File: src/logic/gvfr_pkg.sv
// constants and carrier types for the vertical/field reference input stage
package gvfr_pkg;

    // ------------------------------------------------------------
    // clock and timing
    // ------------------------------------------------------------
    localparam int CLK_PERIOD_NS = 4;
    // shortest level accepted on the vertical/field pins (least time, rounds up)
    localparam int FILTER_NS = 20;
    localparam int FILTER_CYCLES = (FILTER_NS + CLK_PERIOD_NS - 1) / CLK_PERIOD_NS;
    localparam int FILT_W = 3;
    localparam logic [FILT_W-1:0] FILTER_LAST = FILT_W'(FILTER_CYCLES - 1);

    // ------------------------------------------------------------
    // widths and reset values
    // ------------------------------------------------------------
    localparam int SYNC_STAGES = 3;
    localparam int NUM_REFS = 2;
    localparam int REF_VERT = 0;
    localparam int REF_FIELD = 1;
    // a frame at 24 Hz is about 10.4M cycles at 250 MHz
    localparam int CNT_W = 24;
    localparam logic [CNT_W-1:0] CNT_MAX = 24'hffffff;
    localparam logic [CNT_W-1:0] CNT_RST = 24'h000000;
    localparam logic LEVEL_RST = 1'b0;

    // ------------------------------------------------------------
    // types
    // ------------------------------------------------------------
    typedef enum logic [1:0] {
        POL_WAIT,
        POL_PART,
        POL_ONE,
        POL_LOCK
    } gvfr_pol_state_type;

    typedef struct packed {
        logic vertLead;
        logic polarityLow;
        logic polarityValid;
    } gvfr_vert_ref_type;

    typedef struct packed {
        logic vertScanRef;
        logic fieldStart;
        logic firstField;
        logic fieldValid;
    } gvfr_lock_ref_type;

    localparam gvfr_vert_ref_type VERT_REF_RST = 3'h0;
    localparam gvfr_lock_ref_type LOCK_REF_RST = 4'h0;

endpackage

File: src/logic/gvfr_sync3.sv
// three-stage synchroniser with agreement check for asynchronous reference pins
`timescale 1ns/1ns
`default_nettype none
module gvfr_sync3 (
    input wire logic clk,
    input wire logic sys_rst,
    input wire logic [gvfr_pkg::NUM_REFS-1:0] asyncIn,
    output logic [gvfr_pkg::NUM_REFS-1:0] stable
);

    // ------------------------------------------------------------
    // per-pin chain
    // ------------------------------------------------------------
    genvar i;
    generate
        for (i = 0; i < gvfr_pkg::NUM_REFS; i++) begin : g_pin
            logic s1;
            logic s2;
            logic s3;

            // s1 only feeds s2, to keep metastability off the logic
            always_ff @(posedge clk) begin
                if (sys_rst) begin
                    s1 <= gvfr_pkg::LEVEL_RST;
                    s2 <= gvfr_pkg::LEVEL_RST;
                    s3 <= gvfr_pkg::LEVEL_RST;
                end else begin
                    s1 <= asyncIn[i];
                    s2 <= s1;
                    s3 <= s2;
                end
            end

            // change accepted once the last two stages agree
            always_ff @(posedge clk) begin
                if (sys_rst) begin
                    stable[i] <= gvfr_pkg::LEVEL_RST;
                end else if (s2 == s3) begin
                    stable[i] <= s3;
                end
            end

        end
    endgenerate
endmodule // gvfr_sync3
`default_nettype wire

File: src/logic/gvfr_ref_input.sv
// vertical and field reference input stage of the genlock timing generator
//
// What this block does
// - in genlock, sense vertical reference polarity and lock to its leading edge.
// - in preset format mode, vertical reference drives the vertical scanning lock.
// - accept loose analog or clean digital edges on the reference pins.
// - first field is the one whose first broad pulse is in line's first half.
// - in preset format mode, field pin drives the odd/even lock reference.
`timescale 1ns/1ns
`default_nettype none
module gvfr_ref_input (
    input wire logic clk,
    input wire logic sys_rst,
    input wire logic vertRefIn,
    input wire logic fieldReferenceIn,
    input wire logic genlockEn,
    input wire logic presetModeEn,
    input wire logic fieldConvBlanking,
    input wire logic fieldPresent,
    output gvfr_pkg::gvfr_vert_ref_type vertRef,
    output gvfr_pkg::gvfr_lock_ref_type lockRef
);

    // ------------------------------------------------------------
    // synchronise and filter
    // ------------------------------------------------------------
    logic [gvfr_pkg::NUM_REFS-1:0] syncLevel;
    logic [gvfr_pkg::NUM_REFS-1:0] filt;

    gvfr_sync3 gvfr_sync3_i (
        .clk(clk),
        .sys_rst(sys_rst),
        .asyncIn({fieldReferenceIn, vertRefIn}),
        .stable(syncLevel)
    );

    // analog-derived edges may ring; a level must hold before it counts
    genvar i;
    generate
        for (i = 0; i < gvfr_pkg::NUM_REFS; i++) begin : g_filt
            logic [gvfr_pkg::FILT_W-1:0] filtCnt;

            always_ff @(posedge clk) begin
                if (sys_rst) begin
                    filtCnt <= '0;
                    filt[i] <= gvfr_pkg::LEVEL_RST;
                end else if (syncLevel[i] != filt[i]) begin
                    if (filtCnt == gvfr_pkg::FILTER_LAST) begin
                        filtCnt <= '0;
                        filt[i] <= syncLevel[i];
                    end else begin
                        filtCnt <= filtCnt + 1'b1;
                    end
                end else begin
                    filtCnt <= '0;
                end
            end
        end
    endgenerate

    wire logic vFilt = filt[gvfr_pkg::REF_VERT];
    wire logic fFilt = filt[gvfr_pkg::REF_FIELD];

    // ------------------------------------------------------------
    // edges and phase lengths
    // ------------------------------------------------------------
    logic vPrev;
    logic [gvfr_pkg::CNT_W-1:0] highCnt;
    logic [gvfr_pkg::CNT_W-1:0] lowCnt;
    logic [gvfr_pkg::CNT_W-1:0] highLen;
    logic [gvfr_pkg::CNT_W-1:0] lowLen;

    always_ff @(posedge clk) begin
        if (sys_rst) begin
            vPrev <= gvfr_pkg::LEVEL_RST;
        end else begin
            vPrev <= vFilt;
        end
    end

    wire logic vRise = vFilt & ~vPrev;
    wire logic vFall = ~vFilt & vPrev;
    wire logic vEdge = vRise | vFall;

    // counters saturate so a stalled reference never wraps into a false period
    always_ff @(posedge clk) begin
        if (sys_rst) begin
            highCnt <= gvfr_pkg::CNT_RST;
            lowCnt <= gvfr_pkg::CNT_RST;
            highLen <= gvfr_pkg::CNT_RST;
            lowLen <= gvfr_pkg::CNT_RST;
        end else begin
            if (vFall) begin
                highLen <= highCnt;
                highCnt <= gvfr_pkg::CNT_RST;
            end else if (vFilt && highCnt != gvfr_pkg::CNT_MAX) begin
                highCnt <= highCnt + 1'b1;
            end
            if (vRise) begin
                lowLen <= lowCnt;
                lowCnt <= gvfr_pkg::CNT_RST;
            end else if (!vFilt && lowCnt != gvfr_pkg::CNT_MAX) begin
                lowCnt <= lowCnt + 1'b1;
            end
        end
    end

    wire logic [gvfr_pkg::CNT_W-1:0] next_highLen = vFall ? highCnt : highLen;
    wire logic [gvfr_pkg::CNT_W-1:0] next_lowLen = vRise ? lowCnt : lowLen;

    // ------------------------------------------------------------
    // polarity detection
    // ------------------------------------------------------------
    // the first edge ends a phase of unknown start, so two more are needed
    gvfr_pkg::gvfr_pol_state_type polState;
    gvfr_pkg::gvfr_pol_state_type next_polState;
    logic polarityLow;

    always_comb begin
        next_polState = polState;
        case (polState)
            gvfr_pkg::POL_WAIT: begin
                if (vEdge) next_polState = gvfr_pkg::POL_PART;
            end
            gvfr_pkg::POL_PART: begin
                if (vEdge) next_polState = gvfr_pkg::POL_ONE;
            end
            gvfr_pkg::POL_ONE: begin
                if (vEdge) next_polState = gvfr_pkg::POL_LOCK;
            end
            default: begin
                next_polState = gvfr_pkg::POL_LOCK;
            end
        endcase
        if (!genlockEn) next_polState = gvfr_pkg::POL_WAIT;
    end

    always_ff @(posedge clk) begin
        if (sys_rst) begin
            polState <= gvfr_pkg::POL_WAIT;
        end else begin
            polState <= next_polState;
        end
    end

    // the active pulse is the shorter phase of the vertical reference
    always_ff @(posedge clk) begin
        if (sys_rst) begin
            polarityLow <= gvfr_pkg::LEVEL_RST;
        end else if (vEdge && next_polState == gvfr_pkg::POL_LOCK) begin
            polarityLow <= next_lowLen < next_highLen;
        end
    end

    wire logic polLocked = genlockEn && polState == gvfr_pkg::POL_LOCK;
    wire logic leadNow = polLocked && (polarityLow ? vFall : vRise);

    // ------------------------------------------------------------
    // registered outputs
    // ------------------------------------------------------------
    always_ff @(posedge clk) begin
        if (sys_rst) begin
            vertRef <= gvfr_pkg::VERT_REF_RST;
        end else begin
            vertRef.vertLead <= leadNow;
            vertRef.polarityLow <= polarityLow;
            vertRef.polarityValid <= polLocked;
        end
    end

    // field level is sampled at the vertical leading edge
    always_ff @(posedge clk) begin
        if (sys_rst) begin
            lockRef <= gvfr_pkg::LOCK_REF_RST;
        end else begin
            lockRef.vertScanRef <= leadNow && presetModeEn;
            lockRef.fieldStart <= leadNow && presetModeEn && fieldPresent;
            if (!fieldPresent) begin
                lockRef.fieldValid <= 1'b0;
                lockRef.firstField <= 1'b0;
            end else if (leadNow) begin
                lockRef.fieldValid <= 1'b1;
                lockRef.firstField <= fieldConvBlanking ? ~fFilt : fFilt;
            end
        end
    end
endmodule // gvfr_ref_input
`default_nettype wire

File: config.mk
export PLATFORM = sky130hd
export DESIGN_NAME = gvfr_ref_input
export DESIGN_NICKNAME = d
export VERILOG_FILES = /design/src/logic/gvfr_pkg.sv /design/src/logic/gvfr_sync3.sv /design/src/logic/gvfr_ref_input.sv
export SDC_FILE = /design/constraint.sdc
export NUM_CORES = 1
export LEC_CHECK = 0
export ABC_AREA = 1
export ABC_CLOCK_PERIOD_IN_PS = 2900
export BUFFER_PORTS_ARGS = -buffer_cell sky130_fd_sc_hd__buf_4
export CAP_MARGIN = 20
export CORE_MARGIN = 2
export CORE_UTILIZATION = 35
export CTS_CLUSTER_DIAMETER = 50
export DETAILED_ROUTE_END_ITERATION = 7
export HOLD_SLACK_MARGIN = 0.05
export PLACE_DENSITY_LB_ADDON = 0.1
export RECOVER_POWER = 100
export SLEW_MARGIN = 20
export SYNTH_ARGS = -nofsm -noshare
export SYNTH_HDL_FRONTEND = slang
export SYNTH_SLANG_ARGS = --single-unit
File: constraint.sdc
create_clock -name clk -period 2.9 [get_ports clk]
set_input_delay 0.58 -clock clk [delete_from_list [all_inputs] [get_ports clk]]
set_output_delay 0.58 -clock clk [all_outputs]
set_load 0.02 [all_outputs]
# == After elaboration in Yosys (flattened, before gate mapping) ==
# Index checks and enable logic that the tools add are counted.
# totals
ff_bits,123
in_bits,8
output_inout_bits,7
# classes
addsub,4
n_lt_le_gt_ge,1
eq_ne,12
mux,9
n_bitwise,9
reduce_logical,16
# ops
operator,count
24-bit by 1-bit adder with 24-bit output (second input constant),2
24-bit two-way mux,2
24-bit != test (second input constant),2
24-bit less-than comparator,1
2-bit two-way mux,4
1-bit logical AND,7
3-bit by 1-bit adder with 3-bit output (second input constant),2
2-bit equality test (second input constant),3
3-bit equality test (second input constant),2
1-bit inverter,6
2-bit one-hot mux with 3 select lines,1
2-bit OR reduction,3
3-bit OR reduction,2
2-bit AND reduction,2
1-bit AND,2
1-bit equality test,2
2-bit by 1-bit equality test with 1-bit output (second input constant),1
2-bit zero test,1
1-bit two-way mux,2
1-bit != test,2
1-bit zero test,1
1-bit OR,1

# == Logic depth before layout (Yosys ltp) ==
# depth
word_depth,8
mapped_depth,18
mapped_depth_nobuf,15

# == Cells and area by module ==
# A second synthesis with hierarchy kept.
# hier_totals
hier_cells,883
hier_area_um2,6189.7
# by_module_without_submodules
mod,instances,cells_each,area_each_um2
gvfr_ref_input,1,856,5953.2
gvfr_sync3,1,27,236.5

# == Worst setup path before layout ==
# OpenSTA, ideal clock, no wires.
# synth_timing
path_kind,register to register
start,register filt (netlist bit vFilt)
end,register polarityLow
setup_time_ps,112
arrival_time_ps,2322
path_slack_ps,466
path_stages_with_launch,16
period_less_slack_ps,2434
path_cell_list,dfxtp_1 -> buf_2 -> inv_1 -> clkbuf_8 -> ha_1 -> buf_2 -> buf_1 -> o21ai_0 -> ha_1 -> nand2_1 -> nor3_1 -> nand3_1 -> nor3_1 -> nand2_1 -> nand2_1 -> nand2_1
# synth_between
elab_chain_len,8
word_cells_on_any_way,14
classes_between,order compare: 1; eq/ne: 1; mux: 7; bitwise: 4; reduce/logical: 1
# synth_lines
item,line_no,text
from (decl),gvfr_ref_input.sv:28,logic [gvfr_pkg::NUM_REFS-1:0] filt;
"from (signal, indexed assignment)",gvfr_ref_input.sv:46,filt[i] <= gvfr_pkg::LEVEL_RST;
"from (signal, indexed assignment)",gvfr_ref_input.sv:50,filt[i] <= syncLevel[i];
branches (longest 8 deep; another with 24-bit less-than comparator),-,
to (signal assigned),gvfr_ref_input.sv:149,polarityLow <= gvfr_pkg::LEVEL_RST;
to (signal assigned),gvfr_ref_input.sv:151,polarityLow <= next_lowLen < next_highLen;
to (decl),gvfr_ref_input.sv:117,logic polarityLow;
# Several ways; the timed one is not identified.
# A chain may end at the register's enable or synchronous reset.

# == Worst setup path in the final report ==
# layout_timing
start,register highCnt[0] in the netlist's numbering
end,register highCnt[0] in the netlist's numbering
# layout_between
elab_chain_len,2
word_cells_on_any_way,3
classes_between,add/sub: 1; eq/ne: 1; reduce/logical: 1
# layout_lines
item,line_no,text
from (decl),gvfr_ref_input.sv:68,logic [gvfr_pkg::CNT_W-1:0] highCnt;
from (signal assigned),gvfr_ref_input.sv:88,highCnt <= gvfr_pkg::CNT_RST;
from (signal assigned),gvfr_ref_input.sv:95,highCnt <= gvfr_pkg::CNT_RST;
from (signal assigned),gvfr_ref_input.sv:97,highCnt <= highCnt + 1'b1;
branches (longest 2 deep; another with 24-bit by 1-bit adder with 24-bit output),-,
# Several ways; the timed one is not identified.

==> results.py <==
metrics = {
    "logic_synthesis": {
        "synth_top_cell_area_share_pct": 38.9,
        "seq_area_frac_synth_pct": 38.9,
        "yosys_warnings": 0,
        "synth_seq_cells": 123,
        "post-synth-top-count-cell": "sky130_fd_sc_hd__nand2_1",
        "postSynthAreaPerCell_sq_um": 7.06,
        "synth.cell_area_sq_um": 6320,
        "synthesis.nets": 935,
        "synth_cell_types": 31,
        "synth-edff-count": 0,
        "post_synth_inst_count": 896,
        "postSynth.topFlopCell": "sky130_fd_sc_hd__dfxtp_1",
        "async_reset_ff_share_pct": 0,
        "synth.largest_area_cell": "sky130_fd_sc_hd__dfxtp_1",
        "synth_top_cells_by_area": "sky130_fd_sc_hd__dfxtp_1, sky130_fd_sc_hd__nand2_1, sky130_fd_sc_hd__nor2_1, sky130_fd_sc_hd__ha_1, sky130_fd_sc_hd__a21oi_1",
        "synthTopCellsByCount": "sky130_fd_sc_hd__nand2_1, sky130_fd_sc_hd__dfxtp_1, sky130_fd_sc_hd__nor2_1",
    },
    "critical_path": {
        "worst_setup_path_end_kind": "flip-flop",
        "critical-path-max-stage-delay_ns": 0.69,
        "worstSetupStartpointType": "flip-flop",
        "critPathKind": "reg2reg",
        "critical-path-top-delay-family": "simple AND/OR/NAND/NOR gates",
        "sequence_of_cells_on_the_critical_path": "ha_1 -> nand2_1 -> nor2_2 -> nand2_2 -> nor2_4 -> nand2_4 -> nand2_1 -> o21ai_0 -> a21oi_1",
        "timing.reg2reg.setup_slack_ns": 0.39,
        "cp.arrival_ns": 2.84,
        "timing.critical_path.required_ns": 3.23,
        "r2r_end": "highCnt[0]$_SDFFE_PP0P_",
        "cp_max_fo": 23,
        "cell_with_the_largest_stage_delay_on_the_worst_path": "sky130_fd_sc_hd__nand2_1",
        "crit_path_frequent_cell": "sky130_fd_sc_hd__nand2_1",
        "critical_path_buffer_and_inverter_count": 0,
        "ff2ff_path_depth": 9,
        "r2r_path_start": "highCnt[0]$_SDFFE_PP0P_",
    },
    "sta": {
        "fin_ws_ns": 0.386,
        "max_freq_mhz": 398,
        "timing.final.setup_violations": 0,
        "timing.final.crit_share_pct": 86.7,
        "report.final.slew_viol_count": 0,
        "worst_clock_skew_ns": 0.00651,
        "hold_viol": 0,
        "post-route-min-period_ns": 2.51,
        "tns_ns": 0,
        "relSlewSlack_pct": 24.8,
        "rsz_0062_raised_after_global_routing": "false",
        "holdWs_ns": 0.365,
        "tightest_pin_transition_ns": 1.13,
    },
    "drt": {
        "drtPass1Iterations": 4,
        "remaining_antenna_violation_count_after_routing": 0,
        "route.detailed.vias_per_inst": 4.50,
        "via_count": 5196,
        "detail_route.wl_per_cell_um": 12.6,
        "route.final.wire_length_um": 14500,
        "drc": 0,
        "detail_route.iter0.violations": 222,
    },
    "finish": {
        "nFillCells": 1906,
        "area_delta_synth_final_pct": 14.2,
        "share_of_final_layout_standard_cells_stronger_than_drive_strength_1_pct": 8.64,
        "post_route_core_utilization_pct": 40.5,
        "nNetsFinal": 952,
        "antenna_cells_inserted": 0,
    },
    "global_routing": {
        "grt_start_max_net_pins": 47,
        "grt_pass1_vias": 4952,
        "grt_antenna_before_repair": 0,
        "gr-usage-all-layers_pct": 15.8,
        "grt_first_pass_wirelength_um": 24400,
        "grt_overflow": 0,
    },
    "worst_hold_path": {
        "hp-class": "in2reg",
        "whs_endpoint": "gvfr_sync3_i.g_pin[0].s1$_SDFF_PP0_",
        "timing.hold.worst_path_depth": 3,
        "hold_path_startpoint": "vertRefIn",
    },
    "clock_tree": {
        "setup_fix_buffers_added_after_clock_tree_synthesis": 0,
        "post_cts_resize_count": 0,
        "clockBufferDepth": 2,
        "clk_pin_slew_worst_paths_ns": 0.06,
        "cts_tree": "built",
        "cts_hold_buf": 0,
        "clock_sinks": 123,
        "cts_made_buffers": 17,
        "ctsHtreeMaxLevel": 4,
        "cts-root-buf": "sky130_fd_sc_hd__clkbuf_16",
        "latest_clock_arrival_within_the_worst_skew_pair_ns": 0.42,
    },
    "power": {
        "leakage_nw": 2.82,
        "total_power_w": 0.00412,
        "power_density_nw_per_um2": 571,
        "max-vdd-ir-drop_uv": 419,
    },
    "run_status": {
        "status": "completed",
    },
    "die": {
        "design.die.area_sq_um": 19200,
        "io_pins": 15,
        "core_area_sq_um": 17800,
        "die_y_um": 138,
        "dieWidth_um": 138,
        "start_util_pct": 35.5,
        "placement_rows": 49,
    },
    "placement": {
        "pre_cts_ws_ns": 0.565,
        "place_congestion": 0.804,
        "portBuffers": 14,
        "detailed_place_hpwl_um": 10600,
    },
    "flow_run": {
        "drv_cap": 0,
    },
}
## layer usage
metal,GRT usage [%],routed length [um],vias to the layer above
li1,-,-,2881
met4,6.12,87,0
met5,0,0,-
met3,3.15,247,5
met1,21.7,7570,2271
met2,24.6,6630,39
## placed cells by master (no fill, tap or decap), drive strengths merged, types with 2 or more instances in the layout
cell,netlist,layout
mux2i,4,4
nor2,115,115
ha,31,31
clkinvlp,0,3
a21oi,87,87
xnor2,5,5
clkbuf,13,29
clkinv,2,6
a211oi,3,3
nand3b,2,2
nor3,21,21
buf,16,16
nand2,299,299
nand3,24,24
xor2,28,28
inv,78,80
nand4,10,10
dfxtp,123,123
o21ai,32,32
bufinv,0,5
## sequential cells by signal (all words and copies together) (netlist names), 3 cells and up
name            count
lowLen             24
lockRef             4
lowCnt             24
g_filt.filtCnt      6
highLen            24
highCnt            24
vertRef             3
## cells by family (layout without fill, tap and decap cells)
family | count (synthesis) | count (layout) | share of synthesized area [%]
muxes | 4 | 4 | 0.633
xor gates and xnor gates | 33 | 33 | 4.57
and+or+nand+nor | 471 | 471 | 31.4
AOI/OAI and AO/OA | 125 | 125 | 11.1
DFF | 123 | 123 | 38.9
adders and majority gates | 31 | 31 | 6.13
buffers and inverters | 109 | 139 | 7.26
## stage by stage
step	cells	instance area, sq um
2_1_floorplan	896	6320
3_3_place_gp	1123	6670
3_5_place_dp	1123	6670
4_1_cts	1155	7320
5_1_grt	1155	7230
6_report	1155	7230
## area by class of cell
type                            instances  area [sq um]  area share [%]
Timing Repair Buffer                   27           175            2.42
Inverter                               80           300            4.16
Tap cell                              229           287            3.97
Clock buffer                           18           439            6.08
Clock inverter                         14           218            3.01
Sequential cell                       123          2460            34.1
Multi-Input combinational cell        664          3340            46.3
## worst max path at each step
| stage | from | to | cells after the start |
|---|---|---|---|
| 6_report | highCnt[0]$_SDFFE_PP0P_ | highCnt[0]$_SDFFE_PP0P_ | 9 |
| 5_1_grt | lowCnt[1]$_SDFFE_PP0P_ | lowCnt[21]$_SDFFE_PP0P_ | 9 |
| 4_1_cts | vFilt$_SDFFE_PP0P_ | polarityLow$_SDFFE_PP0P_ | 14 |
| 3_5_place_dp | vFilt$_SDFFE_PP0P_ | polarityLow$_SDFFE_PP0P_ | 14 |
| 3_3_place_gp | vFilt$_SDFFE_PP0P_ | polarityLow$_SDFFE_PP0P_ | 14 |
| 2_1_floorplan | vFilt$_SDFFE_PP0P_ | polarityLow$_SDFFE_PP0P_ | 15 |
## where the power goes
part | internal (W) | switching (W)
registers | 0.00170 | 0.00000686
logic | 0.0000178 | 0.0000447
clock network | 0.00155 | 0.000807
## worst min-delay path: stages
cell and delay (ns):
sky130_fd_sc_hd__buf_4 0.07, sky130_fd_sc_hd__inv_1 0.03, sky130_fd_sc_hd__nor2_1 0.06
Note: power is estimated with default switching activity, not from simulation.
